## config.mk

```make
export PLATFORM = sky130hd
export DESIGN_NAME = sdram_error_log_and_power_ctrl
export DESIGN_NICKNAME = d
export VERILOG_FILES = /design/src/verilog/idle_sleep_timer.v /design/src/verilog/sdram_error_log_and_power_ctrl.v
export VERILOG_INCLUDE_DIRS = /design/src /design/src/common
export SDC_FILE = /design/constraint.sdc
export NUM_CORES = 1
export LEC_CHECK = 0
export ABC_AREA = 1
export BUFFER_PORTS_ARGS = -buffer_cell sky130_fd_sc_hd__buf_2
export CORE_ASPECT_RATIO = 1.4
export CORE_MARGIN = 3
export CORE_UTILIZATION = 58
export CTS_BUF_LIST = sky130_fd_sc_hd__clkbuf_16
export CTS_CLUSTER_DIAMETER = 50
export DETAILED_ROUTE_END_ITERATION = 8
export GPL_TIMING_DRIVEN = 0
export PLACE_DENSITY = 0.93
export SYNTH_ARGS = -nofsm -noshare
export SYNTH_HDL_FRONTEND = slang
export SYNTH_SLANG_ARGS = --single-unit
```

## constraint.sdc

```tcl
create_clock -name sys_clk_in -period 2.8 [get_ports sys_clk_in]
set_input_delay 0.56 -clock sys_clk_in [delete_from_list [all_inputs] [get_ports sys_clk_in]]
set_output_delay 0.56 -clock sys_clk_in [all_outputs]
set_load 0.1 [all_outputs]
```

## src/common/sdram_error_log_and_power_ctrl_regs.vh

```
// Purpose: Register indices, field positions and counts for the memory
//          controller error log and power control block.
// Assumes: Bit 0 of a documented field is the most significant bit, so
//          documented bit n sits at vector bit 31-n.
// Notes:   Definitions only.
`ifndef SDRAM_ERROR_LOG_AND_POWER_CTRL_REGS_VH
`define SDRAM_ERROR_LOG_AND_POWER_CTRL_REGS_VH

// ----------------------------------------------------------------------
// Register indices
// ----------------------------------------------------------------------
`define IDX_SYNDROME_A      3'h0
`define IDX_SYNDROME_B      3'h1
`define IDX_IDLE_TIMER      3'h2
`define IDX_MEMCTL_CONFIG   3'h3
`define IDX_MEMCTL_STATE    3'h4

// ----------------------------------------------------------------------
// Syndrome A fields (vector bit positions)
// ----------------------------------------------------------------------
`define SA_FETCH_TYPE_HI    31
`define SA_FETCH_RD         28
`define SA_DSIDE_TYPE_HI    25
`define SA_DSIDE_RD         22
`define SA_EXT_TYPE_HI      19
`define SA_EXT_RD           16
`define SA_PCI_TYPE_HI      13
`define SA_PCI_RD           10
`define SA_PCI_FLOCK        9
`define SA_PCI_ALOCK        8
`define SA_MASK             32'hF3CF3F00

// ----------------------------------------------------------------------
// Syndrome B fields (vector bit positions)
// ----------------------------------------------------------------------
`define SB_MEDIA_TYPE_HI    31
`define SB_MEDIA_RD         28
`define SB_MEDIA_FLOCK      27
`define SB_MEDIA_ALOCK      26
`define SB_DMA_TYPE_HI      25
`define SB_DMA_RD           22
`define SB_MASK             32'hFFC00000

// ----------------------------------------------------------------------
// Error type codes and master numbers
// ----------------------------------------------------------------------
`define ERR_TYPE_NONE       3'h0
`define ERR_TYPE_UNCORR     3'h2
`define MST_FETCH           3'h0
`define MST_DSIDE           3'h1
`define MST_EXT             3'h2
`define MST_PCI             3'h3
`define MST_MEDIA           3'h4
`define MST_DMA             3'h5

// ----------------------------------------------------------------------
// Idle timer, config and state fields
// ----------------------------------------------------------------------
`define IT_CNT_HI           31
`define IT_CNT_LO           27
`define IT_ONES_HI          26
`define IT_ONES_LO          22
`define IT_ONES             5'h1F
`define IT_CNT_RESET        5'h00
`define CFG_SLEEP_ALLOW     31
`define CFG_SR_REQUEST      30
`define ST_SR_ACTIVE        31
`define ST_ASLEEP           30
`define WAKE_CYCLES         2'h2

// ----------------------------------------------------------------------
// Memory command codes
// ----------------------------------------------------------------------
`define CMD_NONE            3'h0
`define CMD_PRECHARGE_ALL   3'h1
`define CMD_AUTO_REFRESH    3'h2
`define CMD_SR_ENTER        3'h3
`define CMD_SR_EXIT         3'h4

`endif

```

## src/verilog/idle_sleep_timer.v

```verilog
// Purpose: Counts idle memory clock cycles and flags the idle threshold.
// Assumes: Runs on the memory controller clock.
// Notes:   The hit flag is registered.
`timescale 1ns/1ps
module idle_sleep_timer
#(
  parameter WIDTH = 10
)
(
  // Clock and reset
  input  wire             sys_clk_in,
  input  wire             rst_n_in,
  // Control
  input  wire             restart_in,
  input  wire             advance_in,
  input  wire [WIDTH-1:0] threshold_in,
  // Status
  output reg              hit_out
);

  reg  [WIDTH-1:0] count_q;

  // ----------------------------------------------------------------------
  // Idle counter
  // ----------------------------------------------------------------------
  always @(posedge sys_clk_in or negedge rst_n_in)
  begin
    if (!rst_n_in)
    begin
      count_q <= {WIDTH{1'b0}};
      hit_out <= 1'b0;
    end
    else if (restart_in)
    begin
      count_q <= {WIDTH{1'b0}};
      hit_out <= 1'b0;
    end
    else if (advance_in)
    begin
      if (count_q == threshold_in)
        hit_out <= 1'b1;
      else
        count_q <= count_q + {{(WIDTH-1){1'b0}}, 1'b1};
    end
  end

endmodule

```

## src/verilog/sdram_error_log_and_power_ctrl.v

```verilog
// Purpose: Error syndrome logging, self-refresh sequencing and idle sleep
//          control for an SDRAM controller.
// Assumes: All inputs come from logic on sys_clk_in.
// Notes:   Registers are reached through a simple indexed register port.
`timescale 1ns/1ps
`include "sdram_error_log_and_power_ctrl_regs.vh"
module sdram_error_log_and_power_ctrl
(
  // Clock and reset
  input  wire        sys_clk_in,
  input  wire        rst_n_in,
  // Register port
  input  wire [2:0]  reg_index_in,
  input  wire        reg_write_in,
  input  wire        reg_read_in,
  input  wire [31:0] reg_wdata_in,
  output reg  [31:0] reg_rdata_out,
  // Uncorrectable error report
  input  wire        err_valid_in,
  input  wire [2:0]  err_master_in,
  input  wire        err_read_in,
  input  wire        err_lock_req_in,
  output reg         addr_capture_out,
  // System bus request side
  input  wire        mem_req_in,
  input  wire        req_queued_in,
  input  wire        op_busy_in,
  output reg         mem_accept_out,
  // Clock and power management
  input  wire        clock_power_sleep_enables_in,
  output reg         sleep_req_out,
  output reg         ctl_clock_en_out,
  // Memory command sequencer
  output reg  [2:0]  mem_cmd_out,
  input  wire        mem_cmd_ack_in,
  output reg         self_refresh_active_out
);

  // ----------------------------------------------------------------------
  // Sequencer states
  // ----------------------------------------------------------------------
  localparam S_RUN      = 3'h0;
  localparam S_DRAIN    = 3'h1;
  localparam S_PRE      = 3'h2;
  localparam S_AREF_IN  = 3'h3;
  localparam S_ENTER    = 3'h4;
  localparam S_SELF     = 3'h5;
  localparam S_EXIT     = 3'h6;
  localparam S_AREF_OUT = 3'h7;

  reg  [31:0] syn_a_q;
  reg  [31:0] syn_a_d;
  reg  [31:0] syn_b_q;
  reg  [31:0] syn_b_d;
  reg  [31:0] set_a;
  reg  [31:0] set_b;
  reg  [31:0] load_a;
  reg  [31:0] load_b;
  reg  [4:0]  idle_cnt_q;
  reg         sleep_allow_q;
  reg         sr_request_q;
  reg  [2:0]  state_q;
  reg  [2:0]  state_d;
  reg         asleep_q;
  reg  [1:0]  wake_q;
  reg         capture;
  wire        addr_locked;
  wire        wr_a;
  wire        wr_b;
  wire        reg_access;
  wire        timer_hit;
  wire        timer_restart;
  wire        timer_advance;
  wire        sleep_enter;

  // Places a three bit type and a read flag at a field.
  function [31:0] field_put;
    input integer hi;
    input         rd;
    begin
      field_put = 32'h00000000;
      field_put[hi]   = 1'b0;
      field_put[hi-1] = 1'b1;
      field_put[hi-2] = 1'b0;
      field_put[hi-3] = rd;
    end
  endfunction

  assign addr_locked = syn_a_q[`SA_PCI_ALOCK] | syn_b_q[`SB_MEDIA_ALOCK];
  assign wr_a = reg_write_in && (reg_index_in == `IDX_SYNDROME_A);
  assign wr_b = reg_write_in && (reg_index_in == `IDX_SYNDROME_B);
  assign reg_access = reg_write_in | reg_read_in;

  // ----------------------------------------------------------------------
  // Error logging
  // ----------------------------------------------------------------------
  always @*
  begin
    set_a = 32'h00000000;
    set_b = 32'h00000000;
    load_a = 32'h00000000;
    load_b = 32'h00000000;
    capture = 1'b0;
    if (err_valid_in)
    begin
      capture = !addr_locked;
      case (err_master_in)
        `MST_FETCH:
        begin
          set_a = field_put(`SA_FETCH_TYPE_HI, err_read_in);
          load_a = field_put(`SA_FETCH_TYPE_HI, 1'b1);
        end
        `MST_DSIDE:
        begin
          set_a = field_put(`SA_DSIDE_TYPE_HI, err_read_in);
          load_a = field_put(`SA_DSIDE_TYPE_HI, 1'b1);
        end
        `MST_EXT:
        begin
          set_a = field_put(`SA_EXT_TYPE_HI, err_read_in);
          load_a = field_put(`SA_EXT_TYPE_HI, 1'b1);
        end
        `MST_PCI:
        begin
          if (!syn_a_q[`SA_PCI_FLOCK])
          begin
            set_a = field_put(`SA_PCI_TYPE_HI, err_read_in);
            load_a = field_put(`SA_PCI_TYPE_HI, 1'b1);
            if (err_lock_req_in)
            begin
              set_a[`SA_PCI_FLOCK] = 1'b1;
              set_a[`SA_PCI_ALOCK] = !addr_locked;
            end
          end
        end
        `MST_MEDIA:
        begin
          if (!syn_b_q[`SB_MEDIA_FLOCK])
          begin
            set_b = field_put(`SB_MEDIA_TYPE_HI, err_read_in);
            load_b = field_put(`SB_MEDIA_TYPE_HI, 1'b1);
            if (err_lock_req_in)
            begin
              set_b[`SB_MEDIA_FLOCK] = 1'b1;
              set_b[`SB_MEDIA_ALOCK] = !addr_locked;
            end
          end
        end
        `MST_DMA:
        begin
          set_b = field_put(`SB_DMA_TYPE_HI, err_read_in);
          load_b = field_put(`SB_DMA_TYPE_HI, 1'b1);
        end
        default:
        begin
          capture = 1'b0;
        end
      endcase
    end
    // A bit set by an error in the clearing cycle survives the clear.
    syn_a_d = (syn_a_q & ~(wr_a ? reg_wdata_in : 32'h00000000) & ~load_a)
              | set_a;
    syn_b_d = (syn_b_q & ~(wr_b ? reg_wdata_in : 32'h00000000) & ~load_b)
              | set_b;
  end

  always @(posedge sys_clk_in or negedge rst_n_in)
  begin
    if (!rst_n_in)
    begin
      syn_a_q <= 32'h00000000;
      syn_b_q <= 32'h00000000;
      addr_capture_out <= 1'b0;
    end
    else
    begin
      syn_a_q <= syn_a_d & `SA_MASK;
      syn_b_q <= syn_b_d & `SB_MASK;
      addr_capture_out <= capture;
    end
  end

  // ----------------------------------------------------------------------
  // Configuration registers and read data
  // ----------------------------------------------------------------------
  always @(posedge sys_clk_in or negedge rst_n_in)
  begin
    if (!rst_n_in)
    begin
      idle_cnt_q <= `IT_CNT_RESET;
      sleep_allow_q <= 1'b0;
      sr_request_q <= 1'b0;
      reg_rdata_out <= 32'h00000000;
    end
    else
    begin
      if (reg_write_in && (reg_index_in == `IDX_IDLE_TIMER))
        idle_cnt_q <= reg_wdata_in[`IT_CNT_HI:`IT_CNT_LO];
      if (reg_write_in && (reg_index_in == `IDX_MEMCTL_CONFIG))
      begin
        sleep_allow_q <= reg_wdata_in[`CFG_SLEEP_ALLOW];
        sr_request_q <= reg_wdata_in[`CFG_SR_REQUEST];
      end
      if (reg_read_in)
      begin
        reg_rdata_out <= 32'h00000000;
        case (reg_index_in)
          `IDX_SYNDROME_A:
            reg_rdata_out <= syn_a_q;
          `IDX_SYNDROME_B:
            reg_rdata_out <= syn_b_q;
          `IDX_IDLE_TIMER:
          begin
            reg_rdata_out[`IT_CNT_HI:`IT_CNT_LO] <= idle_cnt_q;
            reg_rdata_out[`IT_ONES_HI:`IT_ONES_LO] <= `IT_ONES;
          end
          `IDX_MEMCTL_CONFIG:
          begin
            reg_rdata_out[`CFG_SLEEP_ALLOW] <= sleep_allow_q;
            reg_rdata_out[`CFG_SR_REQUEST] <= sr_request_q;
          end
          `IDX_MEMCTL_STATE:
          begin
            reg_rdata_out[`ST_SR_ACTIVE] <= self_refresh_active_out;
            reg_rdata_out[`ST_ASLEEP] <= asleep_q;
          end
          default:
            reg_rdata_out <= 32'h00000000;
        endcase
      end
    end
  end

  // ----------------------------------------------------------------------
  // Self-refresh sequencer
  // ----------------------------------------------------------------------
  always @*
  begin
    state_d = state_q;
    case (state_q)
      S_RUN:
        if (sr_request_q && !asleep_q && wake_q == 2'h0)
          state_d = S_DRAIN;
      S_DRAIN:
        if (!op_busy_in)
          state_d = S_PRE;
      S_PRE:
        if (mem_cmd_ack_in)
          state_d = S_AREF_IN;
      S_AREF_IN:
        if (mem_cmd_ack_in)
          state_d = S_ENTER;
      S_ENTER:
        if (mem_cmd_ack_in)
          state_d = S_SELF;
      S_SELF:
        if (!sr_request_q)
          state_d = S_EXIT;
      S_EXIT:
        if (mem_cmd_ack_in)
          state_d = S_AREF_OUT;
      S_AREF_OUT:
        if (mem_cmd_ack_in)
          state_d = S_RUN;
      default:
        state_d = S_RUN;
    endcase
  end

  always @(posedge sys_clk_in or negedge rst_n_in)
  begin
    if (!rst_n_in)
    begin
      state_q <= S_RUN;
      mem_cmd_out <= `CMD_NONE;
      self_refresh_active_out <= 1'b0;
    end
    else
    begin
      state_q <= state_d;
      case (state_d)
        S_PRE:
          mem_cmd_out <= `CMD_PRECHARGE_ALL;
        S_AREF_IN:
          mem_cmd_out <= `CMD_AUTO_REFRESH;
        S_ENTER:
          mem_cmd_out <= `CMD_SR_ENTER;
        S_EXIT:
          mem_cmd_out <= `CMD_SR_EXIT;
        S_AREF_OUT:
          mem_cmd_out <= `CMD_AUTO_REFRESH;
        default:
          mem_cmd_out <= `CMD_NONE;
      endcase
      if (state_q == S_ENTER && mem_cmd_ack_in)
        self_refresh_active_out <= 1'b1;
      else if (state_q == S_AREF_OUT && mem_cmd_ack_in)
        self_refresh_active_out <= 1'b0;
    end
  end

  // ----------------------------------------------------------------------
  // Sleep control
  // ----------------------------------------------------------------------
  assign timer_restart = mem_req_in | reg_access | req_queued_in
                         | op_busy_in | asleep_q;
  assign timer_advance = sleep_allow_q & clock_power_sleep_enables_in
                         & (state_q == S_RUN) & (wake_q == 2'h0);
  assign sleep_enter = !asleep_q & timer_hit & timer_advance
                       & !timer_restart;

  idle_sleep_timer
  #(
    .WIDTH        (10)
  )
  u_idle_timer
  (
    .sys_clk_in   (sys_clk_in),
    .rst_n_in     (rst_n_in),
    .restart_in   (timer_restart),
    .advance_in   (timer_advance),
    .threshold_in ({idle_cnt_q, `IT_ONES}),
    .hit_out      (timer_hit)
  );

  always @(posedge sys_clk_in or negedge rst_n_in)
  begin
    if (!rst_n_in)
    begin
      asleep_q <= 1'b0;
      wake_q <= 2'h0;
      sleep_req_out <= 1'b0;
      ctl_clock_en_out <= 1'b1;
      mem_accept_out <= 1'b0;
    end
    else
    begin
      if (asleep_q && (mem_req_in || reg_access))
      begin
        asleep_q <= 1'b0;
        wake_q <= `WAKE_CYCLES;
        sleep_req_out <= 1'b0;
        ctl_clock_en_out <= 1'b1;
      end
      else if (sleep_enter)
      begin
        asleep_q <= 1'b1;
        sleep_req_out <= 1'b1;
        ctl_clock_en_out <= 1'b0;
      end
      else if (wake_q != 2'h0)
        wake_q <= wake_q - 2'h1;
      mem_accept_out <= (state_d == S_RUN) && !asleep_q
                        && (wake_q <= 2'h1)
                        && !sleep_enter;
    end
  end

endmodule

```

==> metrics.cfg, run 1 <==
[logic_synthesis]
netlist.area_leader.share_pct = 49.2
yosys.area.top_type = dfrtp_1
syn_inst = 500
syn_area_per_cell_um2 = 7.94
synth.distinct_cells = 36
synth_commonest_cells = nand2_1 (155), dfrtp_1 (78), inv_1 (73), o21ai_0 (43), nand3_1 (38)
synth_enable_flop_cells = 0
synth_seq_cells = 79
synth_warnings = 0
syn_area_um2 = 3970
seq_area_frac_synth_pct = 49.8
synthFlopType = dfrtp_1
async_reset_ff_share_pct = 100
synth.most_common_cell = nand2_1
synth_area_leaders = dfrtp_1 (49%), nand2_1 (15%), inv_1 (6.9%)

[cts]
cts_buffers = 9
h-tree-depth = 3
cts_buffer_depth = 2
cts_tree = yes
hold_buffers = 0
post-cts-setup-buffers = 0
cts_root_buffer = clkbuf_16
cts_resized = 0
insertion_delay_ps = 340
clkTransAtPathRegs_ps = 60
clock_sinks = 79

[floorplanning]
core_area_um2 = 6610
start_util_pct = 60.0
rows = 35
die_h_um = 104
ioPinCount = 90
dieArea_um2 = 7890
die_x_um = 75.9

[place]
dp.cells = 668
gp_congestion = 0.938
portBuffers = 64
hpwl_um = 6870

[timing]
rsz0062_at_grt = false
slew_viol_final = 0
slew_headroom_pct = 65.1
finalCriticalPeriod_ps = 1840
setup_tns_ps = 0
setup_viol = 0
period_share_pct = 65.5
skew_ps = 4.54
max_freq_mhz = 545
tightest_slew_ps = 523
hold_viol = 0

[setup_path]
crit_type = flip-flop to output pin
arrival_ps = 1280
crit_family = flip-flops
cp_max_fo = 2
end_kind = output pin
required_ps = 2240
cp_cell_sequence = buf_2
slowest_stage = dfstp_2
start_kind = flip-flop
cp_num_buf_inv = 1
slowest_delay_ps = 520

[global_route]
antenna_found_initial = 0
grt_max_degree = 48
first_global_vias = 3684
grt_pass1_wl_um = 16400
overflow = 0
grt.total_usage_pct = 25.8

[cells_and_area]
antenna_cells = 0
finalNonFillerCells = 684
nNetsFinal = 640
post_route_cells_drive_above_1_share_pct = 20.6
syn_to_final_growth_pct = 20.1

[pwr]
p_total_mw = 3.66
leakagePower_nw = 2.66
vdd_ir_drop_max_mv = 0.501
power_density_nw_per_um2 = 767

[status]
outcome = complete, no violations

[drt]
route.detailed.drc = 0
drt_first_pass_iters = 4
vias_per_cell = 5.31
dr_total_vias = 3635
wire_per_inst_um = 14.0
ant_nets = 0
routed_wl_um = 9550
initialDrtViolationCount = 278

[hold_path]
hold_class = primary input to asynchronous set/reset pin

[run]
max_cap_viol_count = 0

==> power breakdown <==
group	leakage [nW]	internal (mW)	switching (mW)	total [mW]
sequential	1.04	1.30	0.0981	1.40
clock	0.144	0.683	0.455	1.14
combinational	1.48	0.250	0.869	1.12
total	2.66	2.23	1.42	3.66
==> registers in the layout, summed over array words and instances, names as in the netlist, 2 cells and up <==
register and flops:
u_idle_timer.count_q 10, mem_cmd_out 3, reg_rdata_out 20, state_q 3, syn_a_q 18, wake_q 2, syn_b_q 10, idle_cnt_q 5
==> placed cells by master, fill, tap and decap left out, drive strengths merged <==
cell type / netlist / routed
clkbuf: 2 / 11
a21oi: 3 / 3
ha: 3 / 3
o21ai: 47 / 47
buf: 20 / 85
clkinv: 0 / 2
inv: 76 / 78
dfrtp: 78 / 78
bufinv: 0 / 1
a21boi: 1 / 1
conb: 1 / 12
nor3: 5 / 5
o22ai: 1 / 1
clkinvlp: 0 / 2
a31oi: 1 / 1
nand3: 40 / 40
dfstp: 1 / 1
nand4: 14 / 14
nand3b: 1 / 1
a211oi: 1 / 1
nand2: 161 / 161
o21bai: 1 / 1
o211ai: 4 / 4
or2: 2 / 2
xor2: 5 / 5
nor2: 32 / 32
==> per-layer routing <==
layer / up-vias / global-route usage, % / part of all wire [%]
met4: 0 / 13.1 / 3.4
met1: 1719 / 27.8 / 36
met2: 163 / 48.2 / 55
met5: - / 0 / 0
li1: 1724 / - / -
met3: 29 / 4.16 / 5.7
==> stage by stage <==
stage / util (%) / hold slack [ps] / worst slack, ps / area (um2)
4_1_cts: 72.1 / 180 / 958 / 4770
2_1_floorplan: - / 264 / 1040 / 4010
3_3_place_gp: 67.2 / 448 / 686 / 4450
3_5_place_dp: 67.7 / 453 / 939 / 4480
5_1_grt: 72.1 / 194 / 939 / 4770
6_report: 72.1 / 161 / 965 / 4770
==> worst paths after layout <==
| kind | start | endpoint | slack, ps | cells after the start |
|---|---|---|---|---|
| setup / recovery | ctl_clock_en_out$_DFFE_PN1P_ | ctl_clock_en_out | 960 | 1 |
| hold / removal | rst_n_in | mem_cmd_out[0]$_DFF_PN0_ | 160 | 1 |
| setup reg to reg | wake_q[1]$_DFFE_PN0P_ | u_idle_timer.count_q[7]$_DFFE_PN0P_ | 1190 | 8 |
| hold reg to reg | ctl_clock_en_out$_DFFE_PN1P_ | ctl_clock_en_out$_DFFE_PN1P_ | 460 | 2 |
| max in group asynchronous | rst_n_in | reg_rdata_out[25]$_DFFE_PN0P_ | 2060 | 2 |
| min in group sys_clk_in | reg_wdata_in[19] | syn_a_q[19]$_DFF_PN0_ | 450 | 4 |
==> final cells by class <==
class / instances / area [um2]
well taps: 92 / 115
inverters: 76 / 285
multi-input cells: 334 / 1590
clock buffers: 9 / 225
clock inverters: 7 / 66.3
repair buffers: 65 / 350
fillers: 471 / 1850
flip-flops and latches: 79 / 1980
plain buffers: 22 / 154
==> logic make-up (layout without fill, tap and decap cells) <==
family,Yosys count,in the layout,synth area share (%)
buffers and inverters,98,179,11.1
adders and majority gates,3,3,0.946
xor gates and xnor gates,5,5,1.10
and+or+nand+nor,255,255,28.9
AOI/OAI and AO/OA,59,59,8.07
DFF,79,79,49.8
other,1,12,0.0945
No activity file was read; power rests on OpenSTA's default activity.
==> inputs of run 2 (changes only) <==
Settings changed: CORE_UTILIZATION 58 to 54, PLACE_DENSITY 0.93 to 0.88.
Clock period 2.8 ns to 1.75 ns, I/O delays scaled along.
==> run 2 against run 1 <==
Design area increased by 0.16%. Utilization decreased by 4.6 points. Non-clock buffer count increased by 1. Combinational power increased by 59%. Routed wire length decreased by 0.70%. Sequential share of layout area about the same. Flip-flop and latch count unchanged. First-iteration DRC count decreased by 32%. Clock skew increased by 1.8 ps. Critical endpoint unchanged. Largest cell class unchanged. Highest routed layer unchanged.
==> metrics.cfg, run 2 (synthesized netlist as in run 1, its figures left out) <==
[cells_and_area]
multi_input_area_um2 = 1600
largest_register_ffs = 20
fin_area_um2 = 4770
reg_top3 = reg_rdata_out x20, syn_a_q x18
seq_area_um2 = 1980
regMostFlops = reg_rdata_out
antenna_cells = 0
fillers = 578
fin_util_pct = 67.5
layout_commonest_cell = nand2_1
final_cell_mix = nand2_1 (155), dfrtp_1 (77), inv_1 (75), buf_2 (66), o21ai_0 (43)
nNetsFinal = 641
syn_to_final_growth_pct = 20.3
post_route_cells_drive_above_1_share_pct = 20.7

[drt]
route.detailed.drc = 0
vias_per_cell = 5.15
wire_per_inst_um = 13.8
initialDrtViolationCount = 188
routed_wl_um = 9480
ant_nets = 0
drt_first_pass_iters = 4
dr_total_vias = 3543

[place]
hpwl_um = 6700
placed_area_um2 = 4480
portBuffers = 64
gp_congestion = 0.889

[status]
outcome = complete, no violations

[setup_path]
slowest_delay_ps = 520
slowest_stage = dfstp_2
cp_num_buf_inv = 1
cp_max_fo = 2
start_kind = flip-flop
end_kind = output pin
required_ps = 1400
crit_family = flip-flops
arrival_ps = 1280
cp_cell_sequence = buf_2
crit_type = flip-flop to output pin

[timing]
slew_viol_final = 0
rsz0062_at_grt = false
hold_viol = 0
finalCriticalPeriod_ps = 1630
tightest_slew_ps = 547
period_share_pct = 93.1
slew_headroom_pct = 63.4
max_freq_mhz = 614
skew_ps = 6.36
setup_viol = 0

[global_route]
antenna_found_initial = 0
grt_pass1_wl_um = 15800
first_global_vias = 3566
grt_max_degree = 50
overflow = 0
grt.total_usage_pct = 23.8

[pwr]
leakagePower_nw = 2.67
power_density_nw_per_um2 = 1220
vdd_ir_drop_max_mv = 0.837
p_total_mw = 5.82

[cts]
insertion_delay_ps = 340
cts_root_buffer = clkbuf_16
clock_sinks = 79
cts_buffers = 9
cts_tree = yes
cts_buffer_depth = 2
h-tree-depth = 3
clkTransAtPathRegs_ps = 60

[floorplanning]
die_x_um = 78.5
core_area_um2 = 7070
die_h_um = 107
ioPinCount = 90
start_util_pct = 56.1
rows = 36
dieArea_um2 = 8430

[run]
max_cap_viol_count = 0

[hold_path]
hold_class = primary input to flip-flop

-- run 2: power by group --
group          internal [mW]  leakage [nW]  switching (mW)
clock network           1.08         0.149           0.719
registers               2.08          1.03           0.156
logic                  0.406          1.49            1.38
-- run 2: per-stage QoR --
stage	cells	setup slack [ps]	hold WS (ps)	setup TNS, ps
global route	688	10.4	260	0
floorplan	511	245	54.4	0
detailed placement	671	160	313	0
CTS	688	118	244	0
global placement	670	-294	449	-12490
finish	688	121	244	0
-- run 2: layer usage --
metal	vias to the layer above	global-route usage (%)	part of all wire, %
met5	-	0	0
met4	0	12.1	2.8
met3	22	3.85	4.7
met1	1696	26.1	38
li1	1720	-	-
met2	105	43.8	54
-- run 2: cell type report --
class	count	area share, %
clock buffer	9	4.72
sequential	79	41.5
timing repair buffer	66	7.55
tap	95	2.49
inverter	76	5.97
clock inverter	7	1.18
multi-input combinational	334	33.4
buffer	22	3.22
-- run 2: final timing paths --
check                                                       to  slack (ps)                          from  cells after the start
min in group asynchronous             mem_cmd_out[2]$_DFF_PN0_         500                      rst_n_in                      2
min reg2reg                       ctl_clock_en_out$_DFFE_PN1P_         460  ctl_clock_en_out$_DFFE_PN1P_                      2
max in group asynchronous                 asleep_q$_DFFE_PN0P_         650                      rst_n_in                      3
min                                      syn_a_q[13]$_DFF_PN0_         240              reg_wdata_in[13]                      4
max                                           ctl_clock_en_out         120  ctl_clock_en_out$_DFFE_PN1P_                      1
max reg2reg                u_idle_timer.count_q[3]$_DFFE_PN0P_         150         wake_q[0]$_DFFE_PN0P_                      8
-- run 2: timing repair --
item,in CTS,in global routing
hold buffers,1,0
setup endpoints to repair,0,1
setup buffers,0,0
gates resized for setup,0,1
endpoints found under the hold margin,29,0
